==> src/hdl/alarm_params.svh <==
// Purpose: constants for the limit alarm evaluator
// Assumes: 250 MHz mclk, scan tick supplied as one-cycle enable
// Notes:   times given in their own units, counts derived
`ifndef ALARM_PARAMS_SVH
`define ALARM_PARAMS_SVH
`define MCLK_HZ            250000000
`define SLOPE_WINDOW_S     30
`define SECONDS_PER_MIN    60
`define ACT_NONE           4'h0
`define ACT_HIGH           4'h1
`define ACT_LOW            4'h2
`define ACT_OFFSET_BAND    4'h3
`define ACT_UPPER_OFFSET   4'h4
`define ACT_LOWER_OFFSET   4'h5
`define ACT_RISING_SLOPE   4'h6
`define ACT_FALLING_SLOPE  4'h7
`define PULSE_SCANS        1
`endif

==> src/hdl/alarm_pkg.sv <==
// Purpose: types for the limit alarm evaluator
// Assumes: alarm_params.svh supplies encodings
// Notes:   action codes mirror the header macros
`default_nettype none
`include "alarm_params.svh"
package alarm_pkg;
  typedef enum logic [3:0] {
    act_none          = `ACT_NONE,
    act_high          = `ACT_HIGH,
    act_low           = `ACT_LOW,
    offset_band_mode  = `ACT_OFFSET_BAND,
    upper_offset_mode = `ACT_UPPER_OFFSET,
    lower_offset_mode = `ACT_LOWER_OFFSET,
    rising_slope_mode = `ACT_RISING_SLOPE,
    falling_slope_mode= `ACT_FALLING_SLOPE
  } action_e;
  typedef enum logic [1:0] {
    st_idle    = 2'b01,
    st_active  = 2'b10
  } alarm_state_e;
endpackage : alarm_pkg
`default_nettype wire

==> src/hdl/slope_history.sv <==
// Purpose: ring of past input samples for slope measurement
// Assumes: one write per scan, read of the entry one slope window back
// Notes:   read data come out of a register
`default_nettype none
module slope_history #(
  parameter int W     = 16,
  parameter int DEPTH = 64,
  parameter int AW    = 6
) (
  input  wire logic          mclk,
  input  wire logic          wr_en,
  input  wire logic [AW-1:0] wr_addr,
  input  wire logic [W-1:0]  wr_data,
  input  wire logic [AW-1:0] rd_addr,
  output logic      [W-1:0]  rd_data
);
  logic [W-1:0] mem [DEPTH];
  // ====================================================
  // write port and registered read port
  always_ff @(posedge mclk)
  begin
    if (wr_en)
    begin
      mem[wr_addr] <= wr_data;
    end
    rd_data <= mem[rd_addr];
  end
endmodule : slope_history
`default_nettype wire

==> src/hdl/limit_alarm_evaluator.sv <==
// Purpose: one alarm channel, evaluated once per scan cycle
// Assumes: signed inputs in engineering units, scan_tick is a one-cycle enable
// Notes:   slope measured over a window of scans; pulse lasts one scan
`default_nettype none
`include "alarm_params.svh"
module limit_alarm_evaluator
  import alarm_pkg::*;
#(
  parameter int W          = 16,
  parameter int DW         = 16,
  parameter int SCAN_HZ    = 2,
  parameter int HIST_DEPTH = 64,
  parameter int HIST_AW    = 6
) (
  input  wire logic          mclk,
  input  wire logic          rst,
  input  wire logic          scan_tick,
  input  wire logic [3:0]    action,
  input  wire logic [W-1:0]  input_value,
  input  wire logic [W-1:0]  set_point,
  input  wire logic [W-1:0]  compare_point,
  input  wire logic [W-1:0]  hysteresis,
  input  wire logic [DW-1:0] delay_scans,
  input  wire logic          freeze_input,
  output logic               alarm_active,
  output logic               alarm_pulse
);
  // slope window in scans, capped by the history depth
  localparam int WIN_RAW   = `SLOPE_WINDOW_S * SCAN_HZ;
  localparam int WIN_SCANS = (WIN_RAW > HIST_DEPTH - 1) ? HIST_DEPTH - 1
                           : ((WIN_RAW < 1) ? 1 : WIN_RAW);
  localparam int XW = W + 2;

  // ====================================================
  // arithmetic helpers
  function automatic logic signed [XW-1:0] ext(input logic [W-1:0] v);
    ext = XW'($signed(v));
  endfunction : ext

  function automatic logic signed [XW-1:0] mag(input logic signed [XW-1:0] v);
    mag = v[XW-1] ? -v : v;
  endfunction : mag

  // ====================================================
  // two-flop synchroniser for the asynchronous freeze pin
  logic freeze_m_r;
  logic freeze_r;
  always_ff @(posedge mclk)
  begin
    if (rst)
    begin
      freeze_m_r <= 1'b0;
      freeze_r   <= 1'b0;
    end
    else
    begin
      freeze_m_r <= freeze_input;
      freeze_r   <= freeze_m_r;
    end
  end

  // ====================================================
  // history of samples for slope
  logic [HIST_AW-1:0] wr_ptr_r;
  logic [HIST_AW-1:0] rd_ptr;
  logic [W-1:0]       old_sample;
  logic [HIST_AW:0]   fill_r;
  logic               eval;

  assign eval   = scan_tick & ~freeze_r;
  // registered read settles between ticks, so the entry read is a full window back
  assign rd_ptr = wr_ptr_r - HIST_AW'(WIN_SCANS);

  slope_history #(
    .W     (W),
    .DEPTH (HIST_DEPTH),
    .AW    (HIST_AW)
  ) u_hist (
    .mclk    (mclk),
    .wr_en   (eval),
    .wr_addr (wr_ptr_r),
    .wr_data (input_value),
    .rd_addr (rd_ptr),
    .rd_data (old_sample)
  );

  // write pointer and fill level
  always_ff @(posedge mclk)
  begin
    if (rst)
    begin
      wr_ptr_r <= '0;
      fill_r   <= '0;
    end
    else if (eval)
    begin
      wr_ptr_r <= wr_ptr_r + HIST_AW'(1);
      if (fill_r < (HIST_AW+1)'(WIN_SCANS))
      begin
        fill_r <= fill_r + (HIST_AW+1)'(1);
      end
    end
  end

  // ====================================================
  // condition evaluation
  logic signed [XW-1:0] x;
  logic signed [XW-1:0] sp;
  logic signed [XW-1:0] hy;
  logic signed [XW-1:0] dev;
  logic signed [XW-1:0] slope_lim;
  logic signed [XW-1:0] delta;
  logic signed [XW+7:0] scaled;
  logic                 slope_ok;
  logic                 set_cond;
  logic                 clr_cond;
  logic                 active_r;

  assign x        = ext(input_value);
  assign sp       = ext(set_point);
  assign hy       = ext(hysteresis);
  assign dev      = x - ext(compare_point);
  assign slope_lim = mag(sp);
  assign delta    = x - ext(old_sample);
  assign slope_ok = (fill_r >= (HIST_AW+1)'(WIN_SCANS));
  // change over window scaled to per-minute units
  assign scaled   = (XW+8)'(delta) * (XW+8)'(`SECONDS_PER_MIN * SCAN_HZ)
                  - (XW+8)'(slope_lim) * (XW+8)'(WIN_SCANS);

  // raw set condition per action
  always_comb
  begin
    set_cond = 1'b0;
    unique case (action_e'(action))
      act_high:           set_cond = (x >= sp);
      act_low:            set_cond = (x <= sp);
      offset_band_mode:   set_cond = (mag(dev) >= sp);
      upper_offset_mode:  set_cond = (dev >= sp);
      lower_offset_mode:  set_cond = (-dev >= sp);
      rising_slope_mode:  set_cond = slope_ok && (delta > 0) && !scaled[XW+7];
      falling_slope_mode: set_cond = slope_ok && (delta < 0)
                                     && ((XW+8)'(-delta) * (XW+8)'(`SECONDS_PER_MIN * SCAN_HZ)
                                     >= (XW+8)'(slope_lim) * (XW+8)'(WIN_SCANS));
      default:            set_cond = 1'b0;
    endcase
  end

  // clear condition once active, with hysteresis for the level and offset actions only
  always_comb
  begin
    clr_cond = 1'b0;
    unique case (action_e'(action))
      act_high:           clr_cond = (x < sp - hy);
      act_low:            clr_cond = (x > sp + hy);
      offset_band_mode:   clr_cond = (mag(dev) < sp - hy);
      upper_offset_mode:  clr_cond = (dev < sp - hy);
      lower_offset_mode:  clr_cond = (-dev < sp - hy);
      rising_slope_mode,
      falling_slope_mode: clr_cond = !set_cond;
      default:            clr_cond = 1'b1;
    endcase
  end

  // ====================================================
  // qualification delay in whole scans
  logic [DW-1:0] qual_r;
  logic          qualified;
  assign qualified = set_cond && (qual_r >= delay_scans);

  always_ff @(posedge mclk)
  begin
    if (rst)
    begin
      qual_r <= '0;
    end
    else if (eval)
    begin
      if (!set_cond || active_r)
      begin
        qual_r <= '0;
      end
      else if (qual_r != '1)
      begin
        qual_r <= qual_r + DW'(1);
      end
    end
  end

  // ====================================================
  // alarm state and pulse
  alarm_state_e state_r;
  always_ff @(posedge mclk)
  begin
    if (rst)
    begin
      state_r     <= st_idle;
      alarm_pulse <= 1'b0;
    end
    else if (eval)
    begin
      alarm_pulse <= 1'b0;
      unique case (state_r)
        st_idle:
        begin
          if (qualified)
          begin
            state_r     <= st_active;
            alarm_pulse <= 1'b1;
          end
        end
        st_active:
        begin
          if (clr_cond)
          begin
            state_r <= st_idle;
          end
        end
        default: state_r <= st_idle;
      endcase
    end
    else if (scan_tick)
    begin
      alarm_pulse <= 1'b0;  // frozen scan ends any pulse, state held
    end
  end

  assign active_r     = (state_r == st_active);
  assign alarm_active = active_r;
endmodule : limit_alarm_evaluator
`default_nettype wire

==> config.mk <==
export PLATFORM = sky130hd
export DESIGN_NAME = limit_alarm_evaluator
export DESIGN_NICKNAME = d
export VERILOG_FILES = /design/src/hdl/alarm_pkg.sv /design/src/hdl/slope_history.sv /design/src/hdl/limit_alarm_evaluator.sv
export VERILOG_INCLUDE_DIRS = /design/src /design/src/hdl
export SDC_FILE = /design/constraint.sdc
export NUM_CORES = 2
export LEC_CHECK = 0
export ABC_AREA = 0
export ABC_CLOCK_PERIOD_IN_PS = 9770
export BUFFER_PORTS_ARGS = -buffer_cell sky130_fd_sc_hd__buf_2
export CAP_MARGIN = 20
export CORE_MARGIN = 4
export CORE_UTILIZATION = 25
export CTS_CLUSTER_SIZE = 16
export DETAILED_ROUTE_END_ITERATION = 10
export PLACE_DENSITY_LB_ADDON = 0.3
export SLEW_MARGIN = 20
export SYNTH_ARGS = -nofsm -noshare
export SYNTH_HDL_FRONTEND = slang
export SYNTH_SLANG_ARGS = --single-unit
==> constraint.sdc <==
create_clock -name mclk -period 9.77 [get_ports mclk]
set_input_delay 0.977 -clock mclk [delete_from_list [all_inputs] [get_ports mclk]]
set_output_delay 0.977 -clock mclk [all_outputs]
set_load 0.02 [all_outputs]
# Word level (Yosys, flattened, before mapping)
# Memory sizes are Yosys's and may differ from the RTL's. A register that Yosys moved wholly into a read port is not among the register bits.
# Index checks and enable logic that the tools add are counted.
[word_totals]
memories = 1
ramBits = 1024
elab_cells = 82
out_inout_bits = 2
register_bits = 34
[mem_list]
columns = ["memory", "words", "width", "read_ports", "rd_ports_with_merged_regs", "write_ports", "line_no", "rtl"]
rows = [
  ["u_hist.mem", 64, 16, 1, 1, 1, "slope_history.sv:17", "logic [W-1:0] mem [DEPTH];"],
]
[op_classes]
magnitude_cmp = 16
n_mux = 15
n_addsub = 12
n_bitwise = 2
n_eq_ne = 12
mul = 3
reduce_logical = 14
[ops]
columns = ["cell", "count"]
rows = [
  ["16-bit by 16-bit subtractor with 17-bit output", 3],
  ["18-bit by 16-bit >= comparator with 1-bit output", 2],
  ["18-bit by 17-bit < comparator with 1-bit output", 2],
  ["18-bit 2-to-1 mux", 2],
  ["16-bit >= comparator", 2],
  ["16-bit 2-to-1 mux", 2],
  ["26-bit by 25-bit >= comparator with 1-bit output", 1],
  ["26-bit by 5-bit multiplier with 23-bit output (second input constant)", 1],
  ["17-bit negator with 26-bit output", 1],
  ["25-bit by 25-bit subtractor with 26-bit output", 1],
  ["18-bit by 5-bit multiplier with 23-bit output (second input constant)", 1],
  ["17-bit by 5-bit multiplier with 22-bit output (second input constant)", 1],
  ["16-bit negator with 18-bit output", 1],
  ["17-bit negator with 18-bit output", 1],
  ["16-bit by 16-bit adder with 17-bit output", 1],
  ["17-bit by 16-bit >= comparator with 1-bit output", 1],
  ["16-bit by 17-bit > comparator with 1-bit output", 1],
  ["17-bit by 1-bit > comparator with 1-bit output (second input constant)", 1],
  ["16-bit by 17-bit < comparator with 1-bit output", 1],
  ["17-bit by 1-bit < comparator with 1-bit output (second input constant)", 1],
  ["17-bit < comparator", 1],
  ["16-bit by 1-bit adder with 16-bit output (second input constant)", 1],
  ["4-bit by 3-bit == test with 1-bit output (second input constant)", 4],
  ["16-bit <= comparator", 1],
  ["25 further kinds", 40],
]

# Depth between registers and ports, before layout
[logic_depth]
depth_word = 11
depth_mapped = 40

# Cells and area by module
# A second synthesis with hierarchy kept.
[hier_totals]
cells_unflattened = 4012
area_unflattened_um2 = 57350.0
[modules_own_cells]
columns = ["module", "area_each_um2", "instances", "cells_each"]
rows = [
  ["slope_history", 40042.2, 1, 1829],
  ["limit_alarm_evaluator", 17307.8, 1, 2183],
]

# Worst setup path before layout
# No wires, ideal clock.
[synth_path]
path_type = "input to register"
startpoint = "in input_value[0]"
endpoint = "reg qual_r[14]"
path_buffers = 1
setup_ns = 0.124
required_ns = 9.646
cell_stages = 37
arrival_ns = 8.688
slack_ns = 0.958
path_cell_list = "inv_1 ha_1 fa_1 nor2b_1 o31a_1 o21a_1 nand2_1 o21ai_0 xor2_1 inv_1 ha_1 nand2_1 xor2_1 ha_1 ha_1 xnor2_1 fa_1 inv_1 ha_1 or4_1 nand2b_1 o211a_1 o31ai_1 a21oi_1 o41ai_1 xnor2_1 ha_1 and4_1 nand3_1 o21bai_1 o31ai_1 nor3b_1 or4_4 a31oi_4 buf_6 a211oi_2 mux2i_1"
[synth_between]
elab_chain_len = 10
word_cells_on_any_way = 27
classes_between = "5 x add/sub; 2 x mul; 8 x order compare; 3 x mux; 9 x reduce/logical"
[synth_lines]
columns = ["element", "line_no", "rtl"]
rows = [
  ["from (decl)", "limit_alarm_evaluator.sv:19", "input wire logic [W-1:0] input_value,"],
  ["16-bit by 16-bit subtractor with 17-bit output", "limit_alarm_evaluator.sv:124", "assign delta = x - ext(old_sample);"],
  ["17-bit negator with 26-bit output / 17-bit by 5-bit multiplier with 22-bit output (equally long branches)", "limit_alarm_evaluator.sv:142, limit_alarm_evaluator.sv:127", ""],
  ["26-bit by 5-bit multiplier with 23-bit output / 25-bit by 25-bit subtractor with 26-bit output (equally long branches)", "limit_alarm_evaluator.sv:142, limit_alarm_evaluator.sv:127", ""],
  ["26-bit by 25-bit >= comparator with 1-bit output / 1-bit logical NOT (equally long branches)", "limit_alarm_evaluator.sv:142, limit_alarm_evaluator.sv:140", ""],
  ["1-bit logical AND, on equally long branches", "limit_alarm_evaluator.sv:141, limit_alarm_evaluator.sv:140", ""],
  ["1-bit case mux with 7 select lines *", "limit_alarm_evaluator.sv:134", "unique case (action_e'(action))"],
  ["1-bit logical NOT *", "limit_alarm_evaluator.sv:178", "if (!set_cond || active_r)"],
  ["1-bit logical OR *", "limit_alarm_evaluator.sv:178", ""],
  ["2-bit nonzero test (no source line)", "n/a", ""],
  ["2-bit AND reduction (no source line)", "n/a", ""],
  ["to (signal assigned)", "limit_alarm_evaluator.sv:184", "qual_r <= qual_r + DW'(1);"],
  ["to (decl)", "limit_alarm_evaluator.sv:166", "logic [DW-1:0] qual_r;"],
]
# Every way passes the cells marked *; elsewhere a longest branch is shown, timed or not.
# A chain may end at the register's enable or synchronous reset.

# Final worst setup path
[layout_path]
startpoint = "in input_value[0]"
endpoint = "reg qual_r[13]"
# Same word-level chain as after synthesis.

==> summary.txt <==
Synth
  – Post-Syn Instances: 4460
  – Post-Syn Area: 56050 um2
  – Yosys top cell by area: edfxtp_1
  – Number of synthesized flops with an enable pin: 1024
  – Async SR Flop Fraction: 0%
  – Top_reg_cell synth: edfxtp_1
  – Synth top area cells: edfxtp_1 (55%), ha_1 (9.6%), fa_1 (3.4%), inv_1 (2.5%), a22oi_1 (2.3%)
  – Synth top area share: 54.86%
  – Library cells used by synthesis: 83
  – Mapped Avg Cell Area: 12.57 um2
  – Ys Warns: 0
  – Post-synthesis sequential area ratio: 56.65%
  – Yosys reg bits: 1074

Die
  – Die X: 481.5 um
  – Core ar.: 222700 um2
  – Starting Density: 25.17%
  – Die height: 481.5 um
  – Rows: 173
  – Num ports: 90
  – DIE AREA: 231800 um2

Timing
  – FMAX: 112.3 MHz
  – Minimum clock period: 8905 ps
  – Worst rel slew slack: 26.74%
  – Setup TNS Final: 0 ps
  – Final Hold Slack: 473.1 ps
  – Unrepaired setup endpoints after global routing: false
  – Ratio of final minimum period to clock period: 91.15%
  – Max-slew violation count: 0
  – Worst clock skew: 60.14 ps
  – Final hold viol count: 0
  – Final setup fails: 0
  – Worst-Margin Slew: 1098 ps

Setup path
  – Buf+Inv Stages, Crit Path: 5
  – Crit path required time: 10390 ps
  – Worst setup EP type: flop
  – Critical Path Stages: 38
  – Crit Path Max Fanout: 16
  – Worst EP arrival: 9520 ps
  – Crit-path max cell delay: 560 ps
  – Kind of cell adding the most delay to the critical path: adder cells
  – Crit-path slowest cell: or4_1
  – Number of cells on the worst reg-to-reg path: 36
  – Cell mode on critical path: ha_1
  – Startpoint Class: primary input
  – Kind of critical path: in -> reg

Clocking
  – # resized after CTS: 0
  – Post-CTS setup buffer count: 0
  – CTS Buf Count: 107
  – # H-tree levels: 3
  – Clock-pin slew on the worst setup and hold paths: 60 ps
  – Clock Latency Late Sink: 740 ps
  – Clock sinks: 1074
  – Post-cts hold buffer count: 0
  – CTS tree: yes
  – CTS root buf: clkbuf_16
  – Clock tree buffer depth: 3

Job
  – MaxCap Viol Count: 0

Placed design
  – Placer Congestion: 0.8323
  – PortBufs: 89
  – Post-DP HPWL: 123800 um
  – Placed cell count: 7527

Final layout
  – Layout cells sized above 1: 11.03%
  – Area growth, synth to finish: 14.85%
  – Final cell count without fillers: 7721
  – # nets final: 5273

Global routing
  – Global-route wire length before repair: 265400 um
  – Initial antenna violation count: 19
  – Gr usage total: 15.66%
  – Vias in the first global route: 37130
  – Largest net degree at the start of global routing: 78
  – Global route total overflow: 0

Routing
  – DRC errors left: 0
  – DRT Pass-1 Iters: 5
  – ANT nets after route: 0
  – Total Wirelength: 186800 um
  – Via/cell ratio: 4.900
  – WL/cell: 24.19 um
  – Via count: 37840
  – Drt initial violations: 3835

Min path
  – Worst hold path class: reg -> reg
  – WHS Path Cells: 1

Power
  – Peak supply drop: 0.3952 mV
  – PwrDens: 309.6 nW/um2
  – Tot Pwr: 19930 uW
  – LEAKAGE: 0.02288 uW

Outcome
  – Status: complete, no violations
worst register-to-register path: cells and delay by family (launching register included):
kind / cells / cell delay, ps
buf+inv: 3 / 420
xor+xnor: 4 / 690
flops: 1 / 360
fa+ha+maj: 8 / 2530
simple gates: 10 / 2310
compound gates: 11 / 2090
synth_stat cells, drive strengths merged (43+ instances only):
master and n:
a21o 44, fa 94, xor2 68, xnor2 122, mux2 54, ha 429
inv 374, edfxtp 1024, nand2 266, nand4 76, dfxtp 50, o211ai 43
a22o 62, nand3 78, clkbuf 148, o21ai 166, a31oi 44, nor3 55
nor2 249, a221oi 47, a22oi 175, a21oi 257, mux2i 83
flip-flops by register name, summed over array words and instances, names as in the netlist:
signal          cells
u_hist.mem       1024
qual_r             16
u_hist.rd_data     16
freeze_r            1
fill_r              7
wr_ptr_r            6
alarm_pulse         1
state_r             2
freeze_m_r          1
final timing paths:
check | startpoint | endpoint | slack, ps
setup / recovery | input_value[0] | qual_r[13] | 860
hold / removal | freeze_m_r | freeze_r | 470
setup reg to reg | u_hist.rd_data[0] | qual_r[13] | 1220
hold reg to reg | freeze_m_r | freeze_r | 470
placed cells by master (no fill, tap or decap), types with 47 or more instances in the layout:
cell and count:
a21oi_1 257, a221oi_1 47, a22o_1 62, a22oi_1 175
buf_2 78, buf_4 184, clkbuf_16 107, dfxtp_1 47
edfxtp_1 1024, fa_1 94, ha_1 428, inv_1 374
mux2_2 54, mux2i_1 83, nand2_1 266, nand3_1 78
nand4_1 76, nor2_1 239, nor3_1 54, o21ai_0 164
xnor2_1 122, xor2_1 66
cell type report:
class | instances | area [um2]
flip-flops and latches | 1074 | 31760
clock inverters | 57 | 481.7
multi-input cells | 2836 | 22370
well taps | 2975 | 3722
inverters | 377 | 1415
fillers | 22620 | 158400
clock buffers | 133 | 2775
diodes | 3 | 7.507
repair buffers | 266 | 1839
metrics by stage:
step                      utilization [%]  setup WS, ps  instance area [um2]
final                               28.90         864.8                64380
after detailed placement            27.43         182.2                61100
after global placement              27.43         264.3                61090
after floorplan                         -         958.3                56090
after global routing                28.90         384.8                64370
after CTS                           28.89         923.6                64360
power by group:
part	switching (uW)	internal [uW]
sequential	21.8	5060
combinational	6400	4530
clock	1780	2150
total	8200	11700
routing by layer:
metal / track usage [%] / up-vias / part of all wire, %
met4: 4.249 / 10 / 2.8
li1: - / 17230 / -
met2: 24.13 / 1337 / 44
met1: 21.86 / 19030 / 44
met3: 3.908 / 238 / 8.7
met5: 0 / - / 0.036
logic make-up (layout without fill, tap and decap cells):
| family | count (synthesis) | count (layout) | synth area share, % |
|---|---|---|---|
| adders and majority gates | 523 | 523 | 12.93 |
| other | 2 | 14 | 0.01340 |
| AOI/OAI and AO/OA | 1068 | 1068 | 13.02 |
| DFF | 1074 | 1074 | 56.65 |
| buffers and inverters | 559 | 833 | 3.772 |
| xor gates and xnor gates | 191 | 191 | 3.009 |
| and+or+nand+nor | 892 | 892 | 7.480 |
| muxes | 151 | 151 | 3.130 |
(Power assumes the default switching activity.)
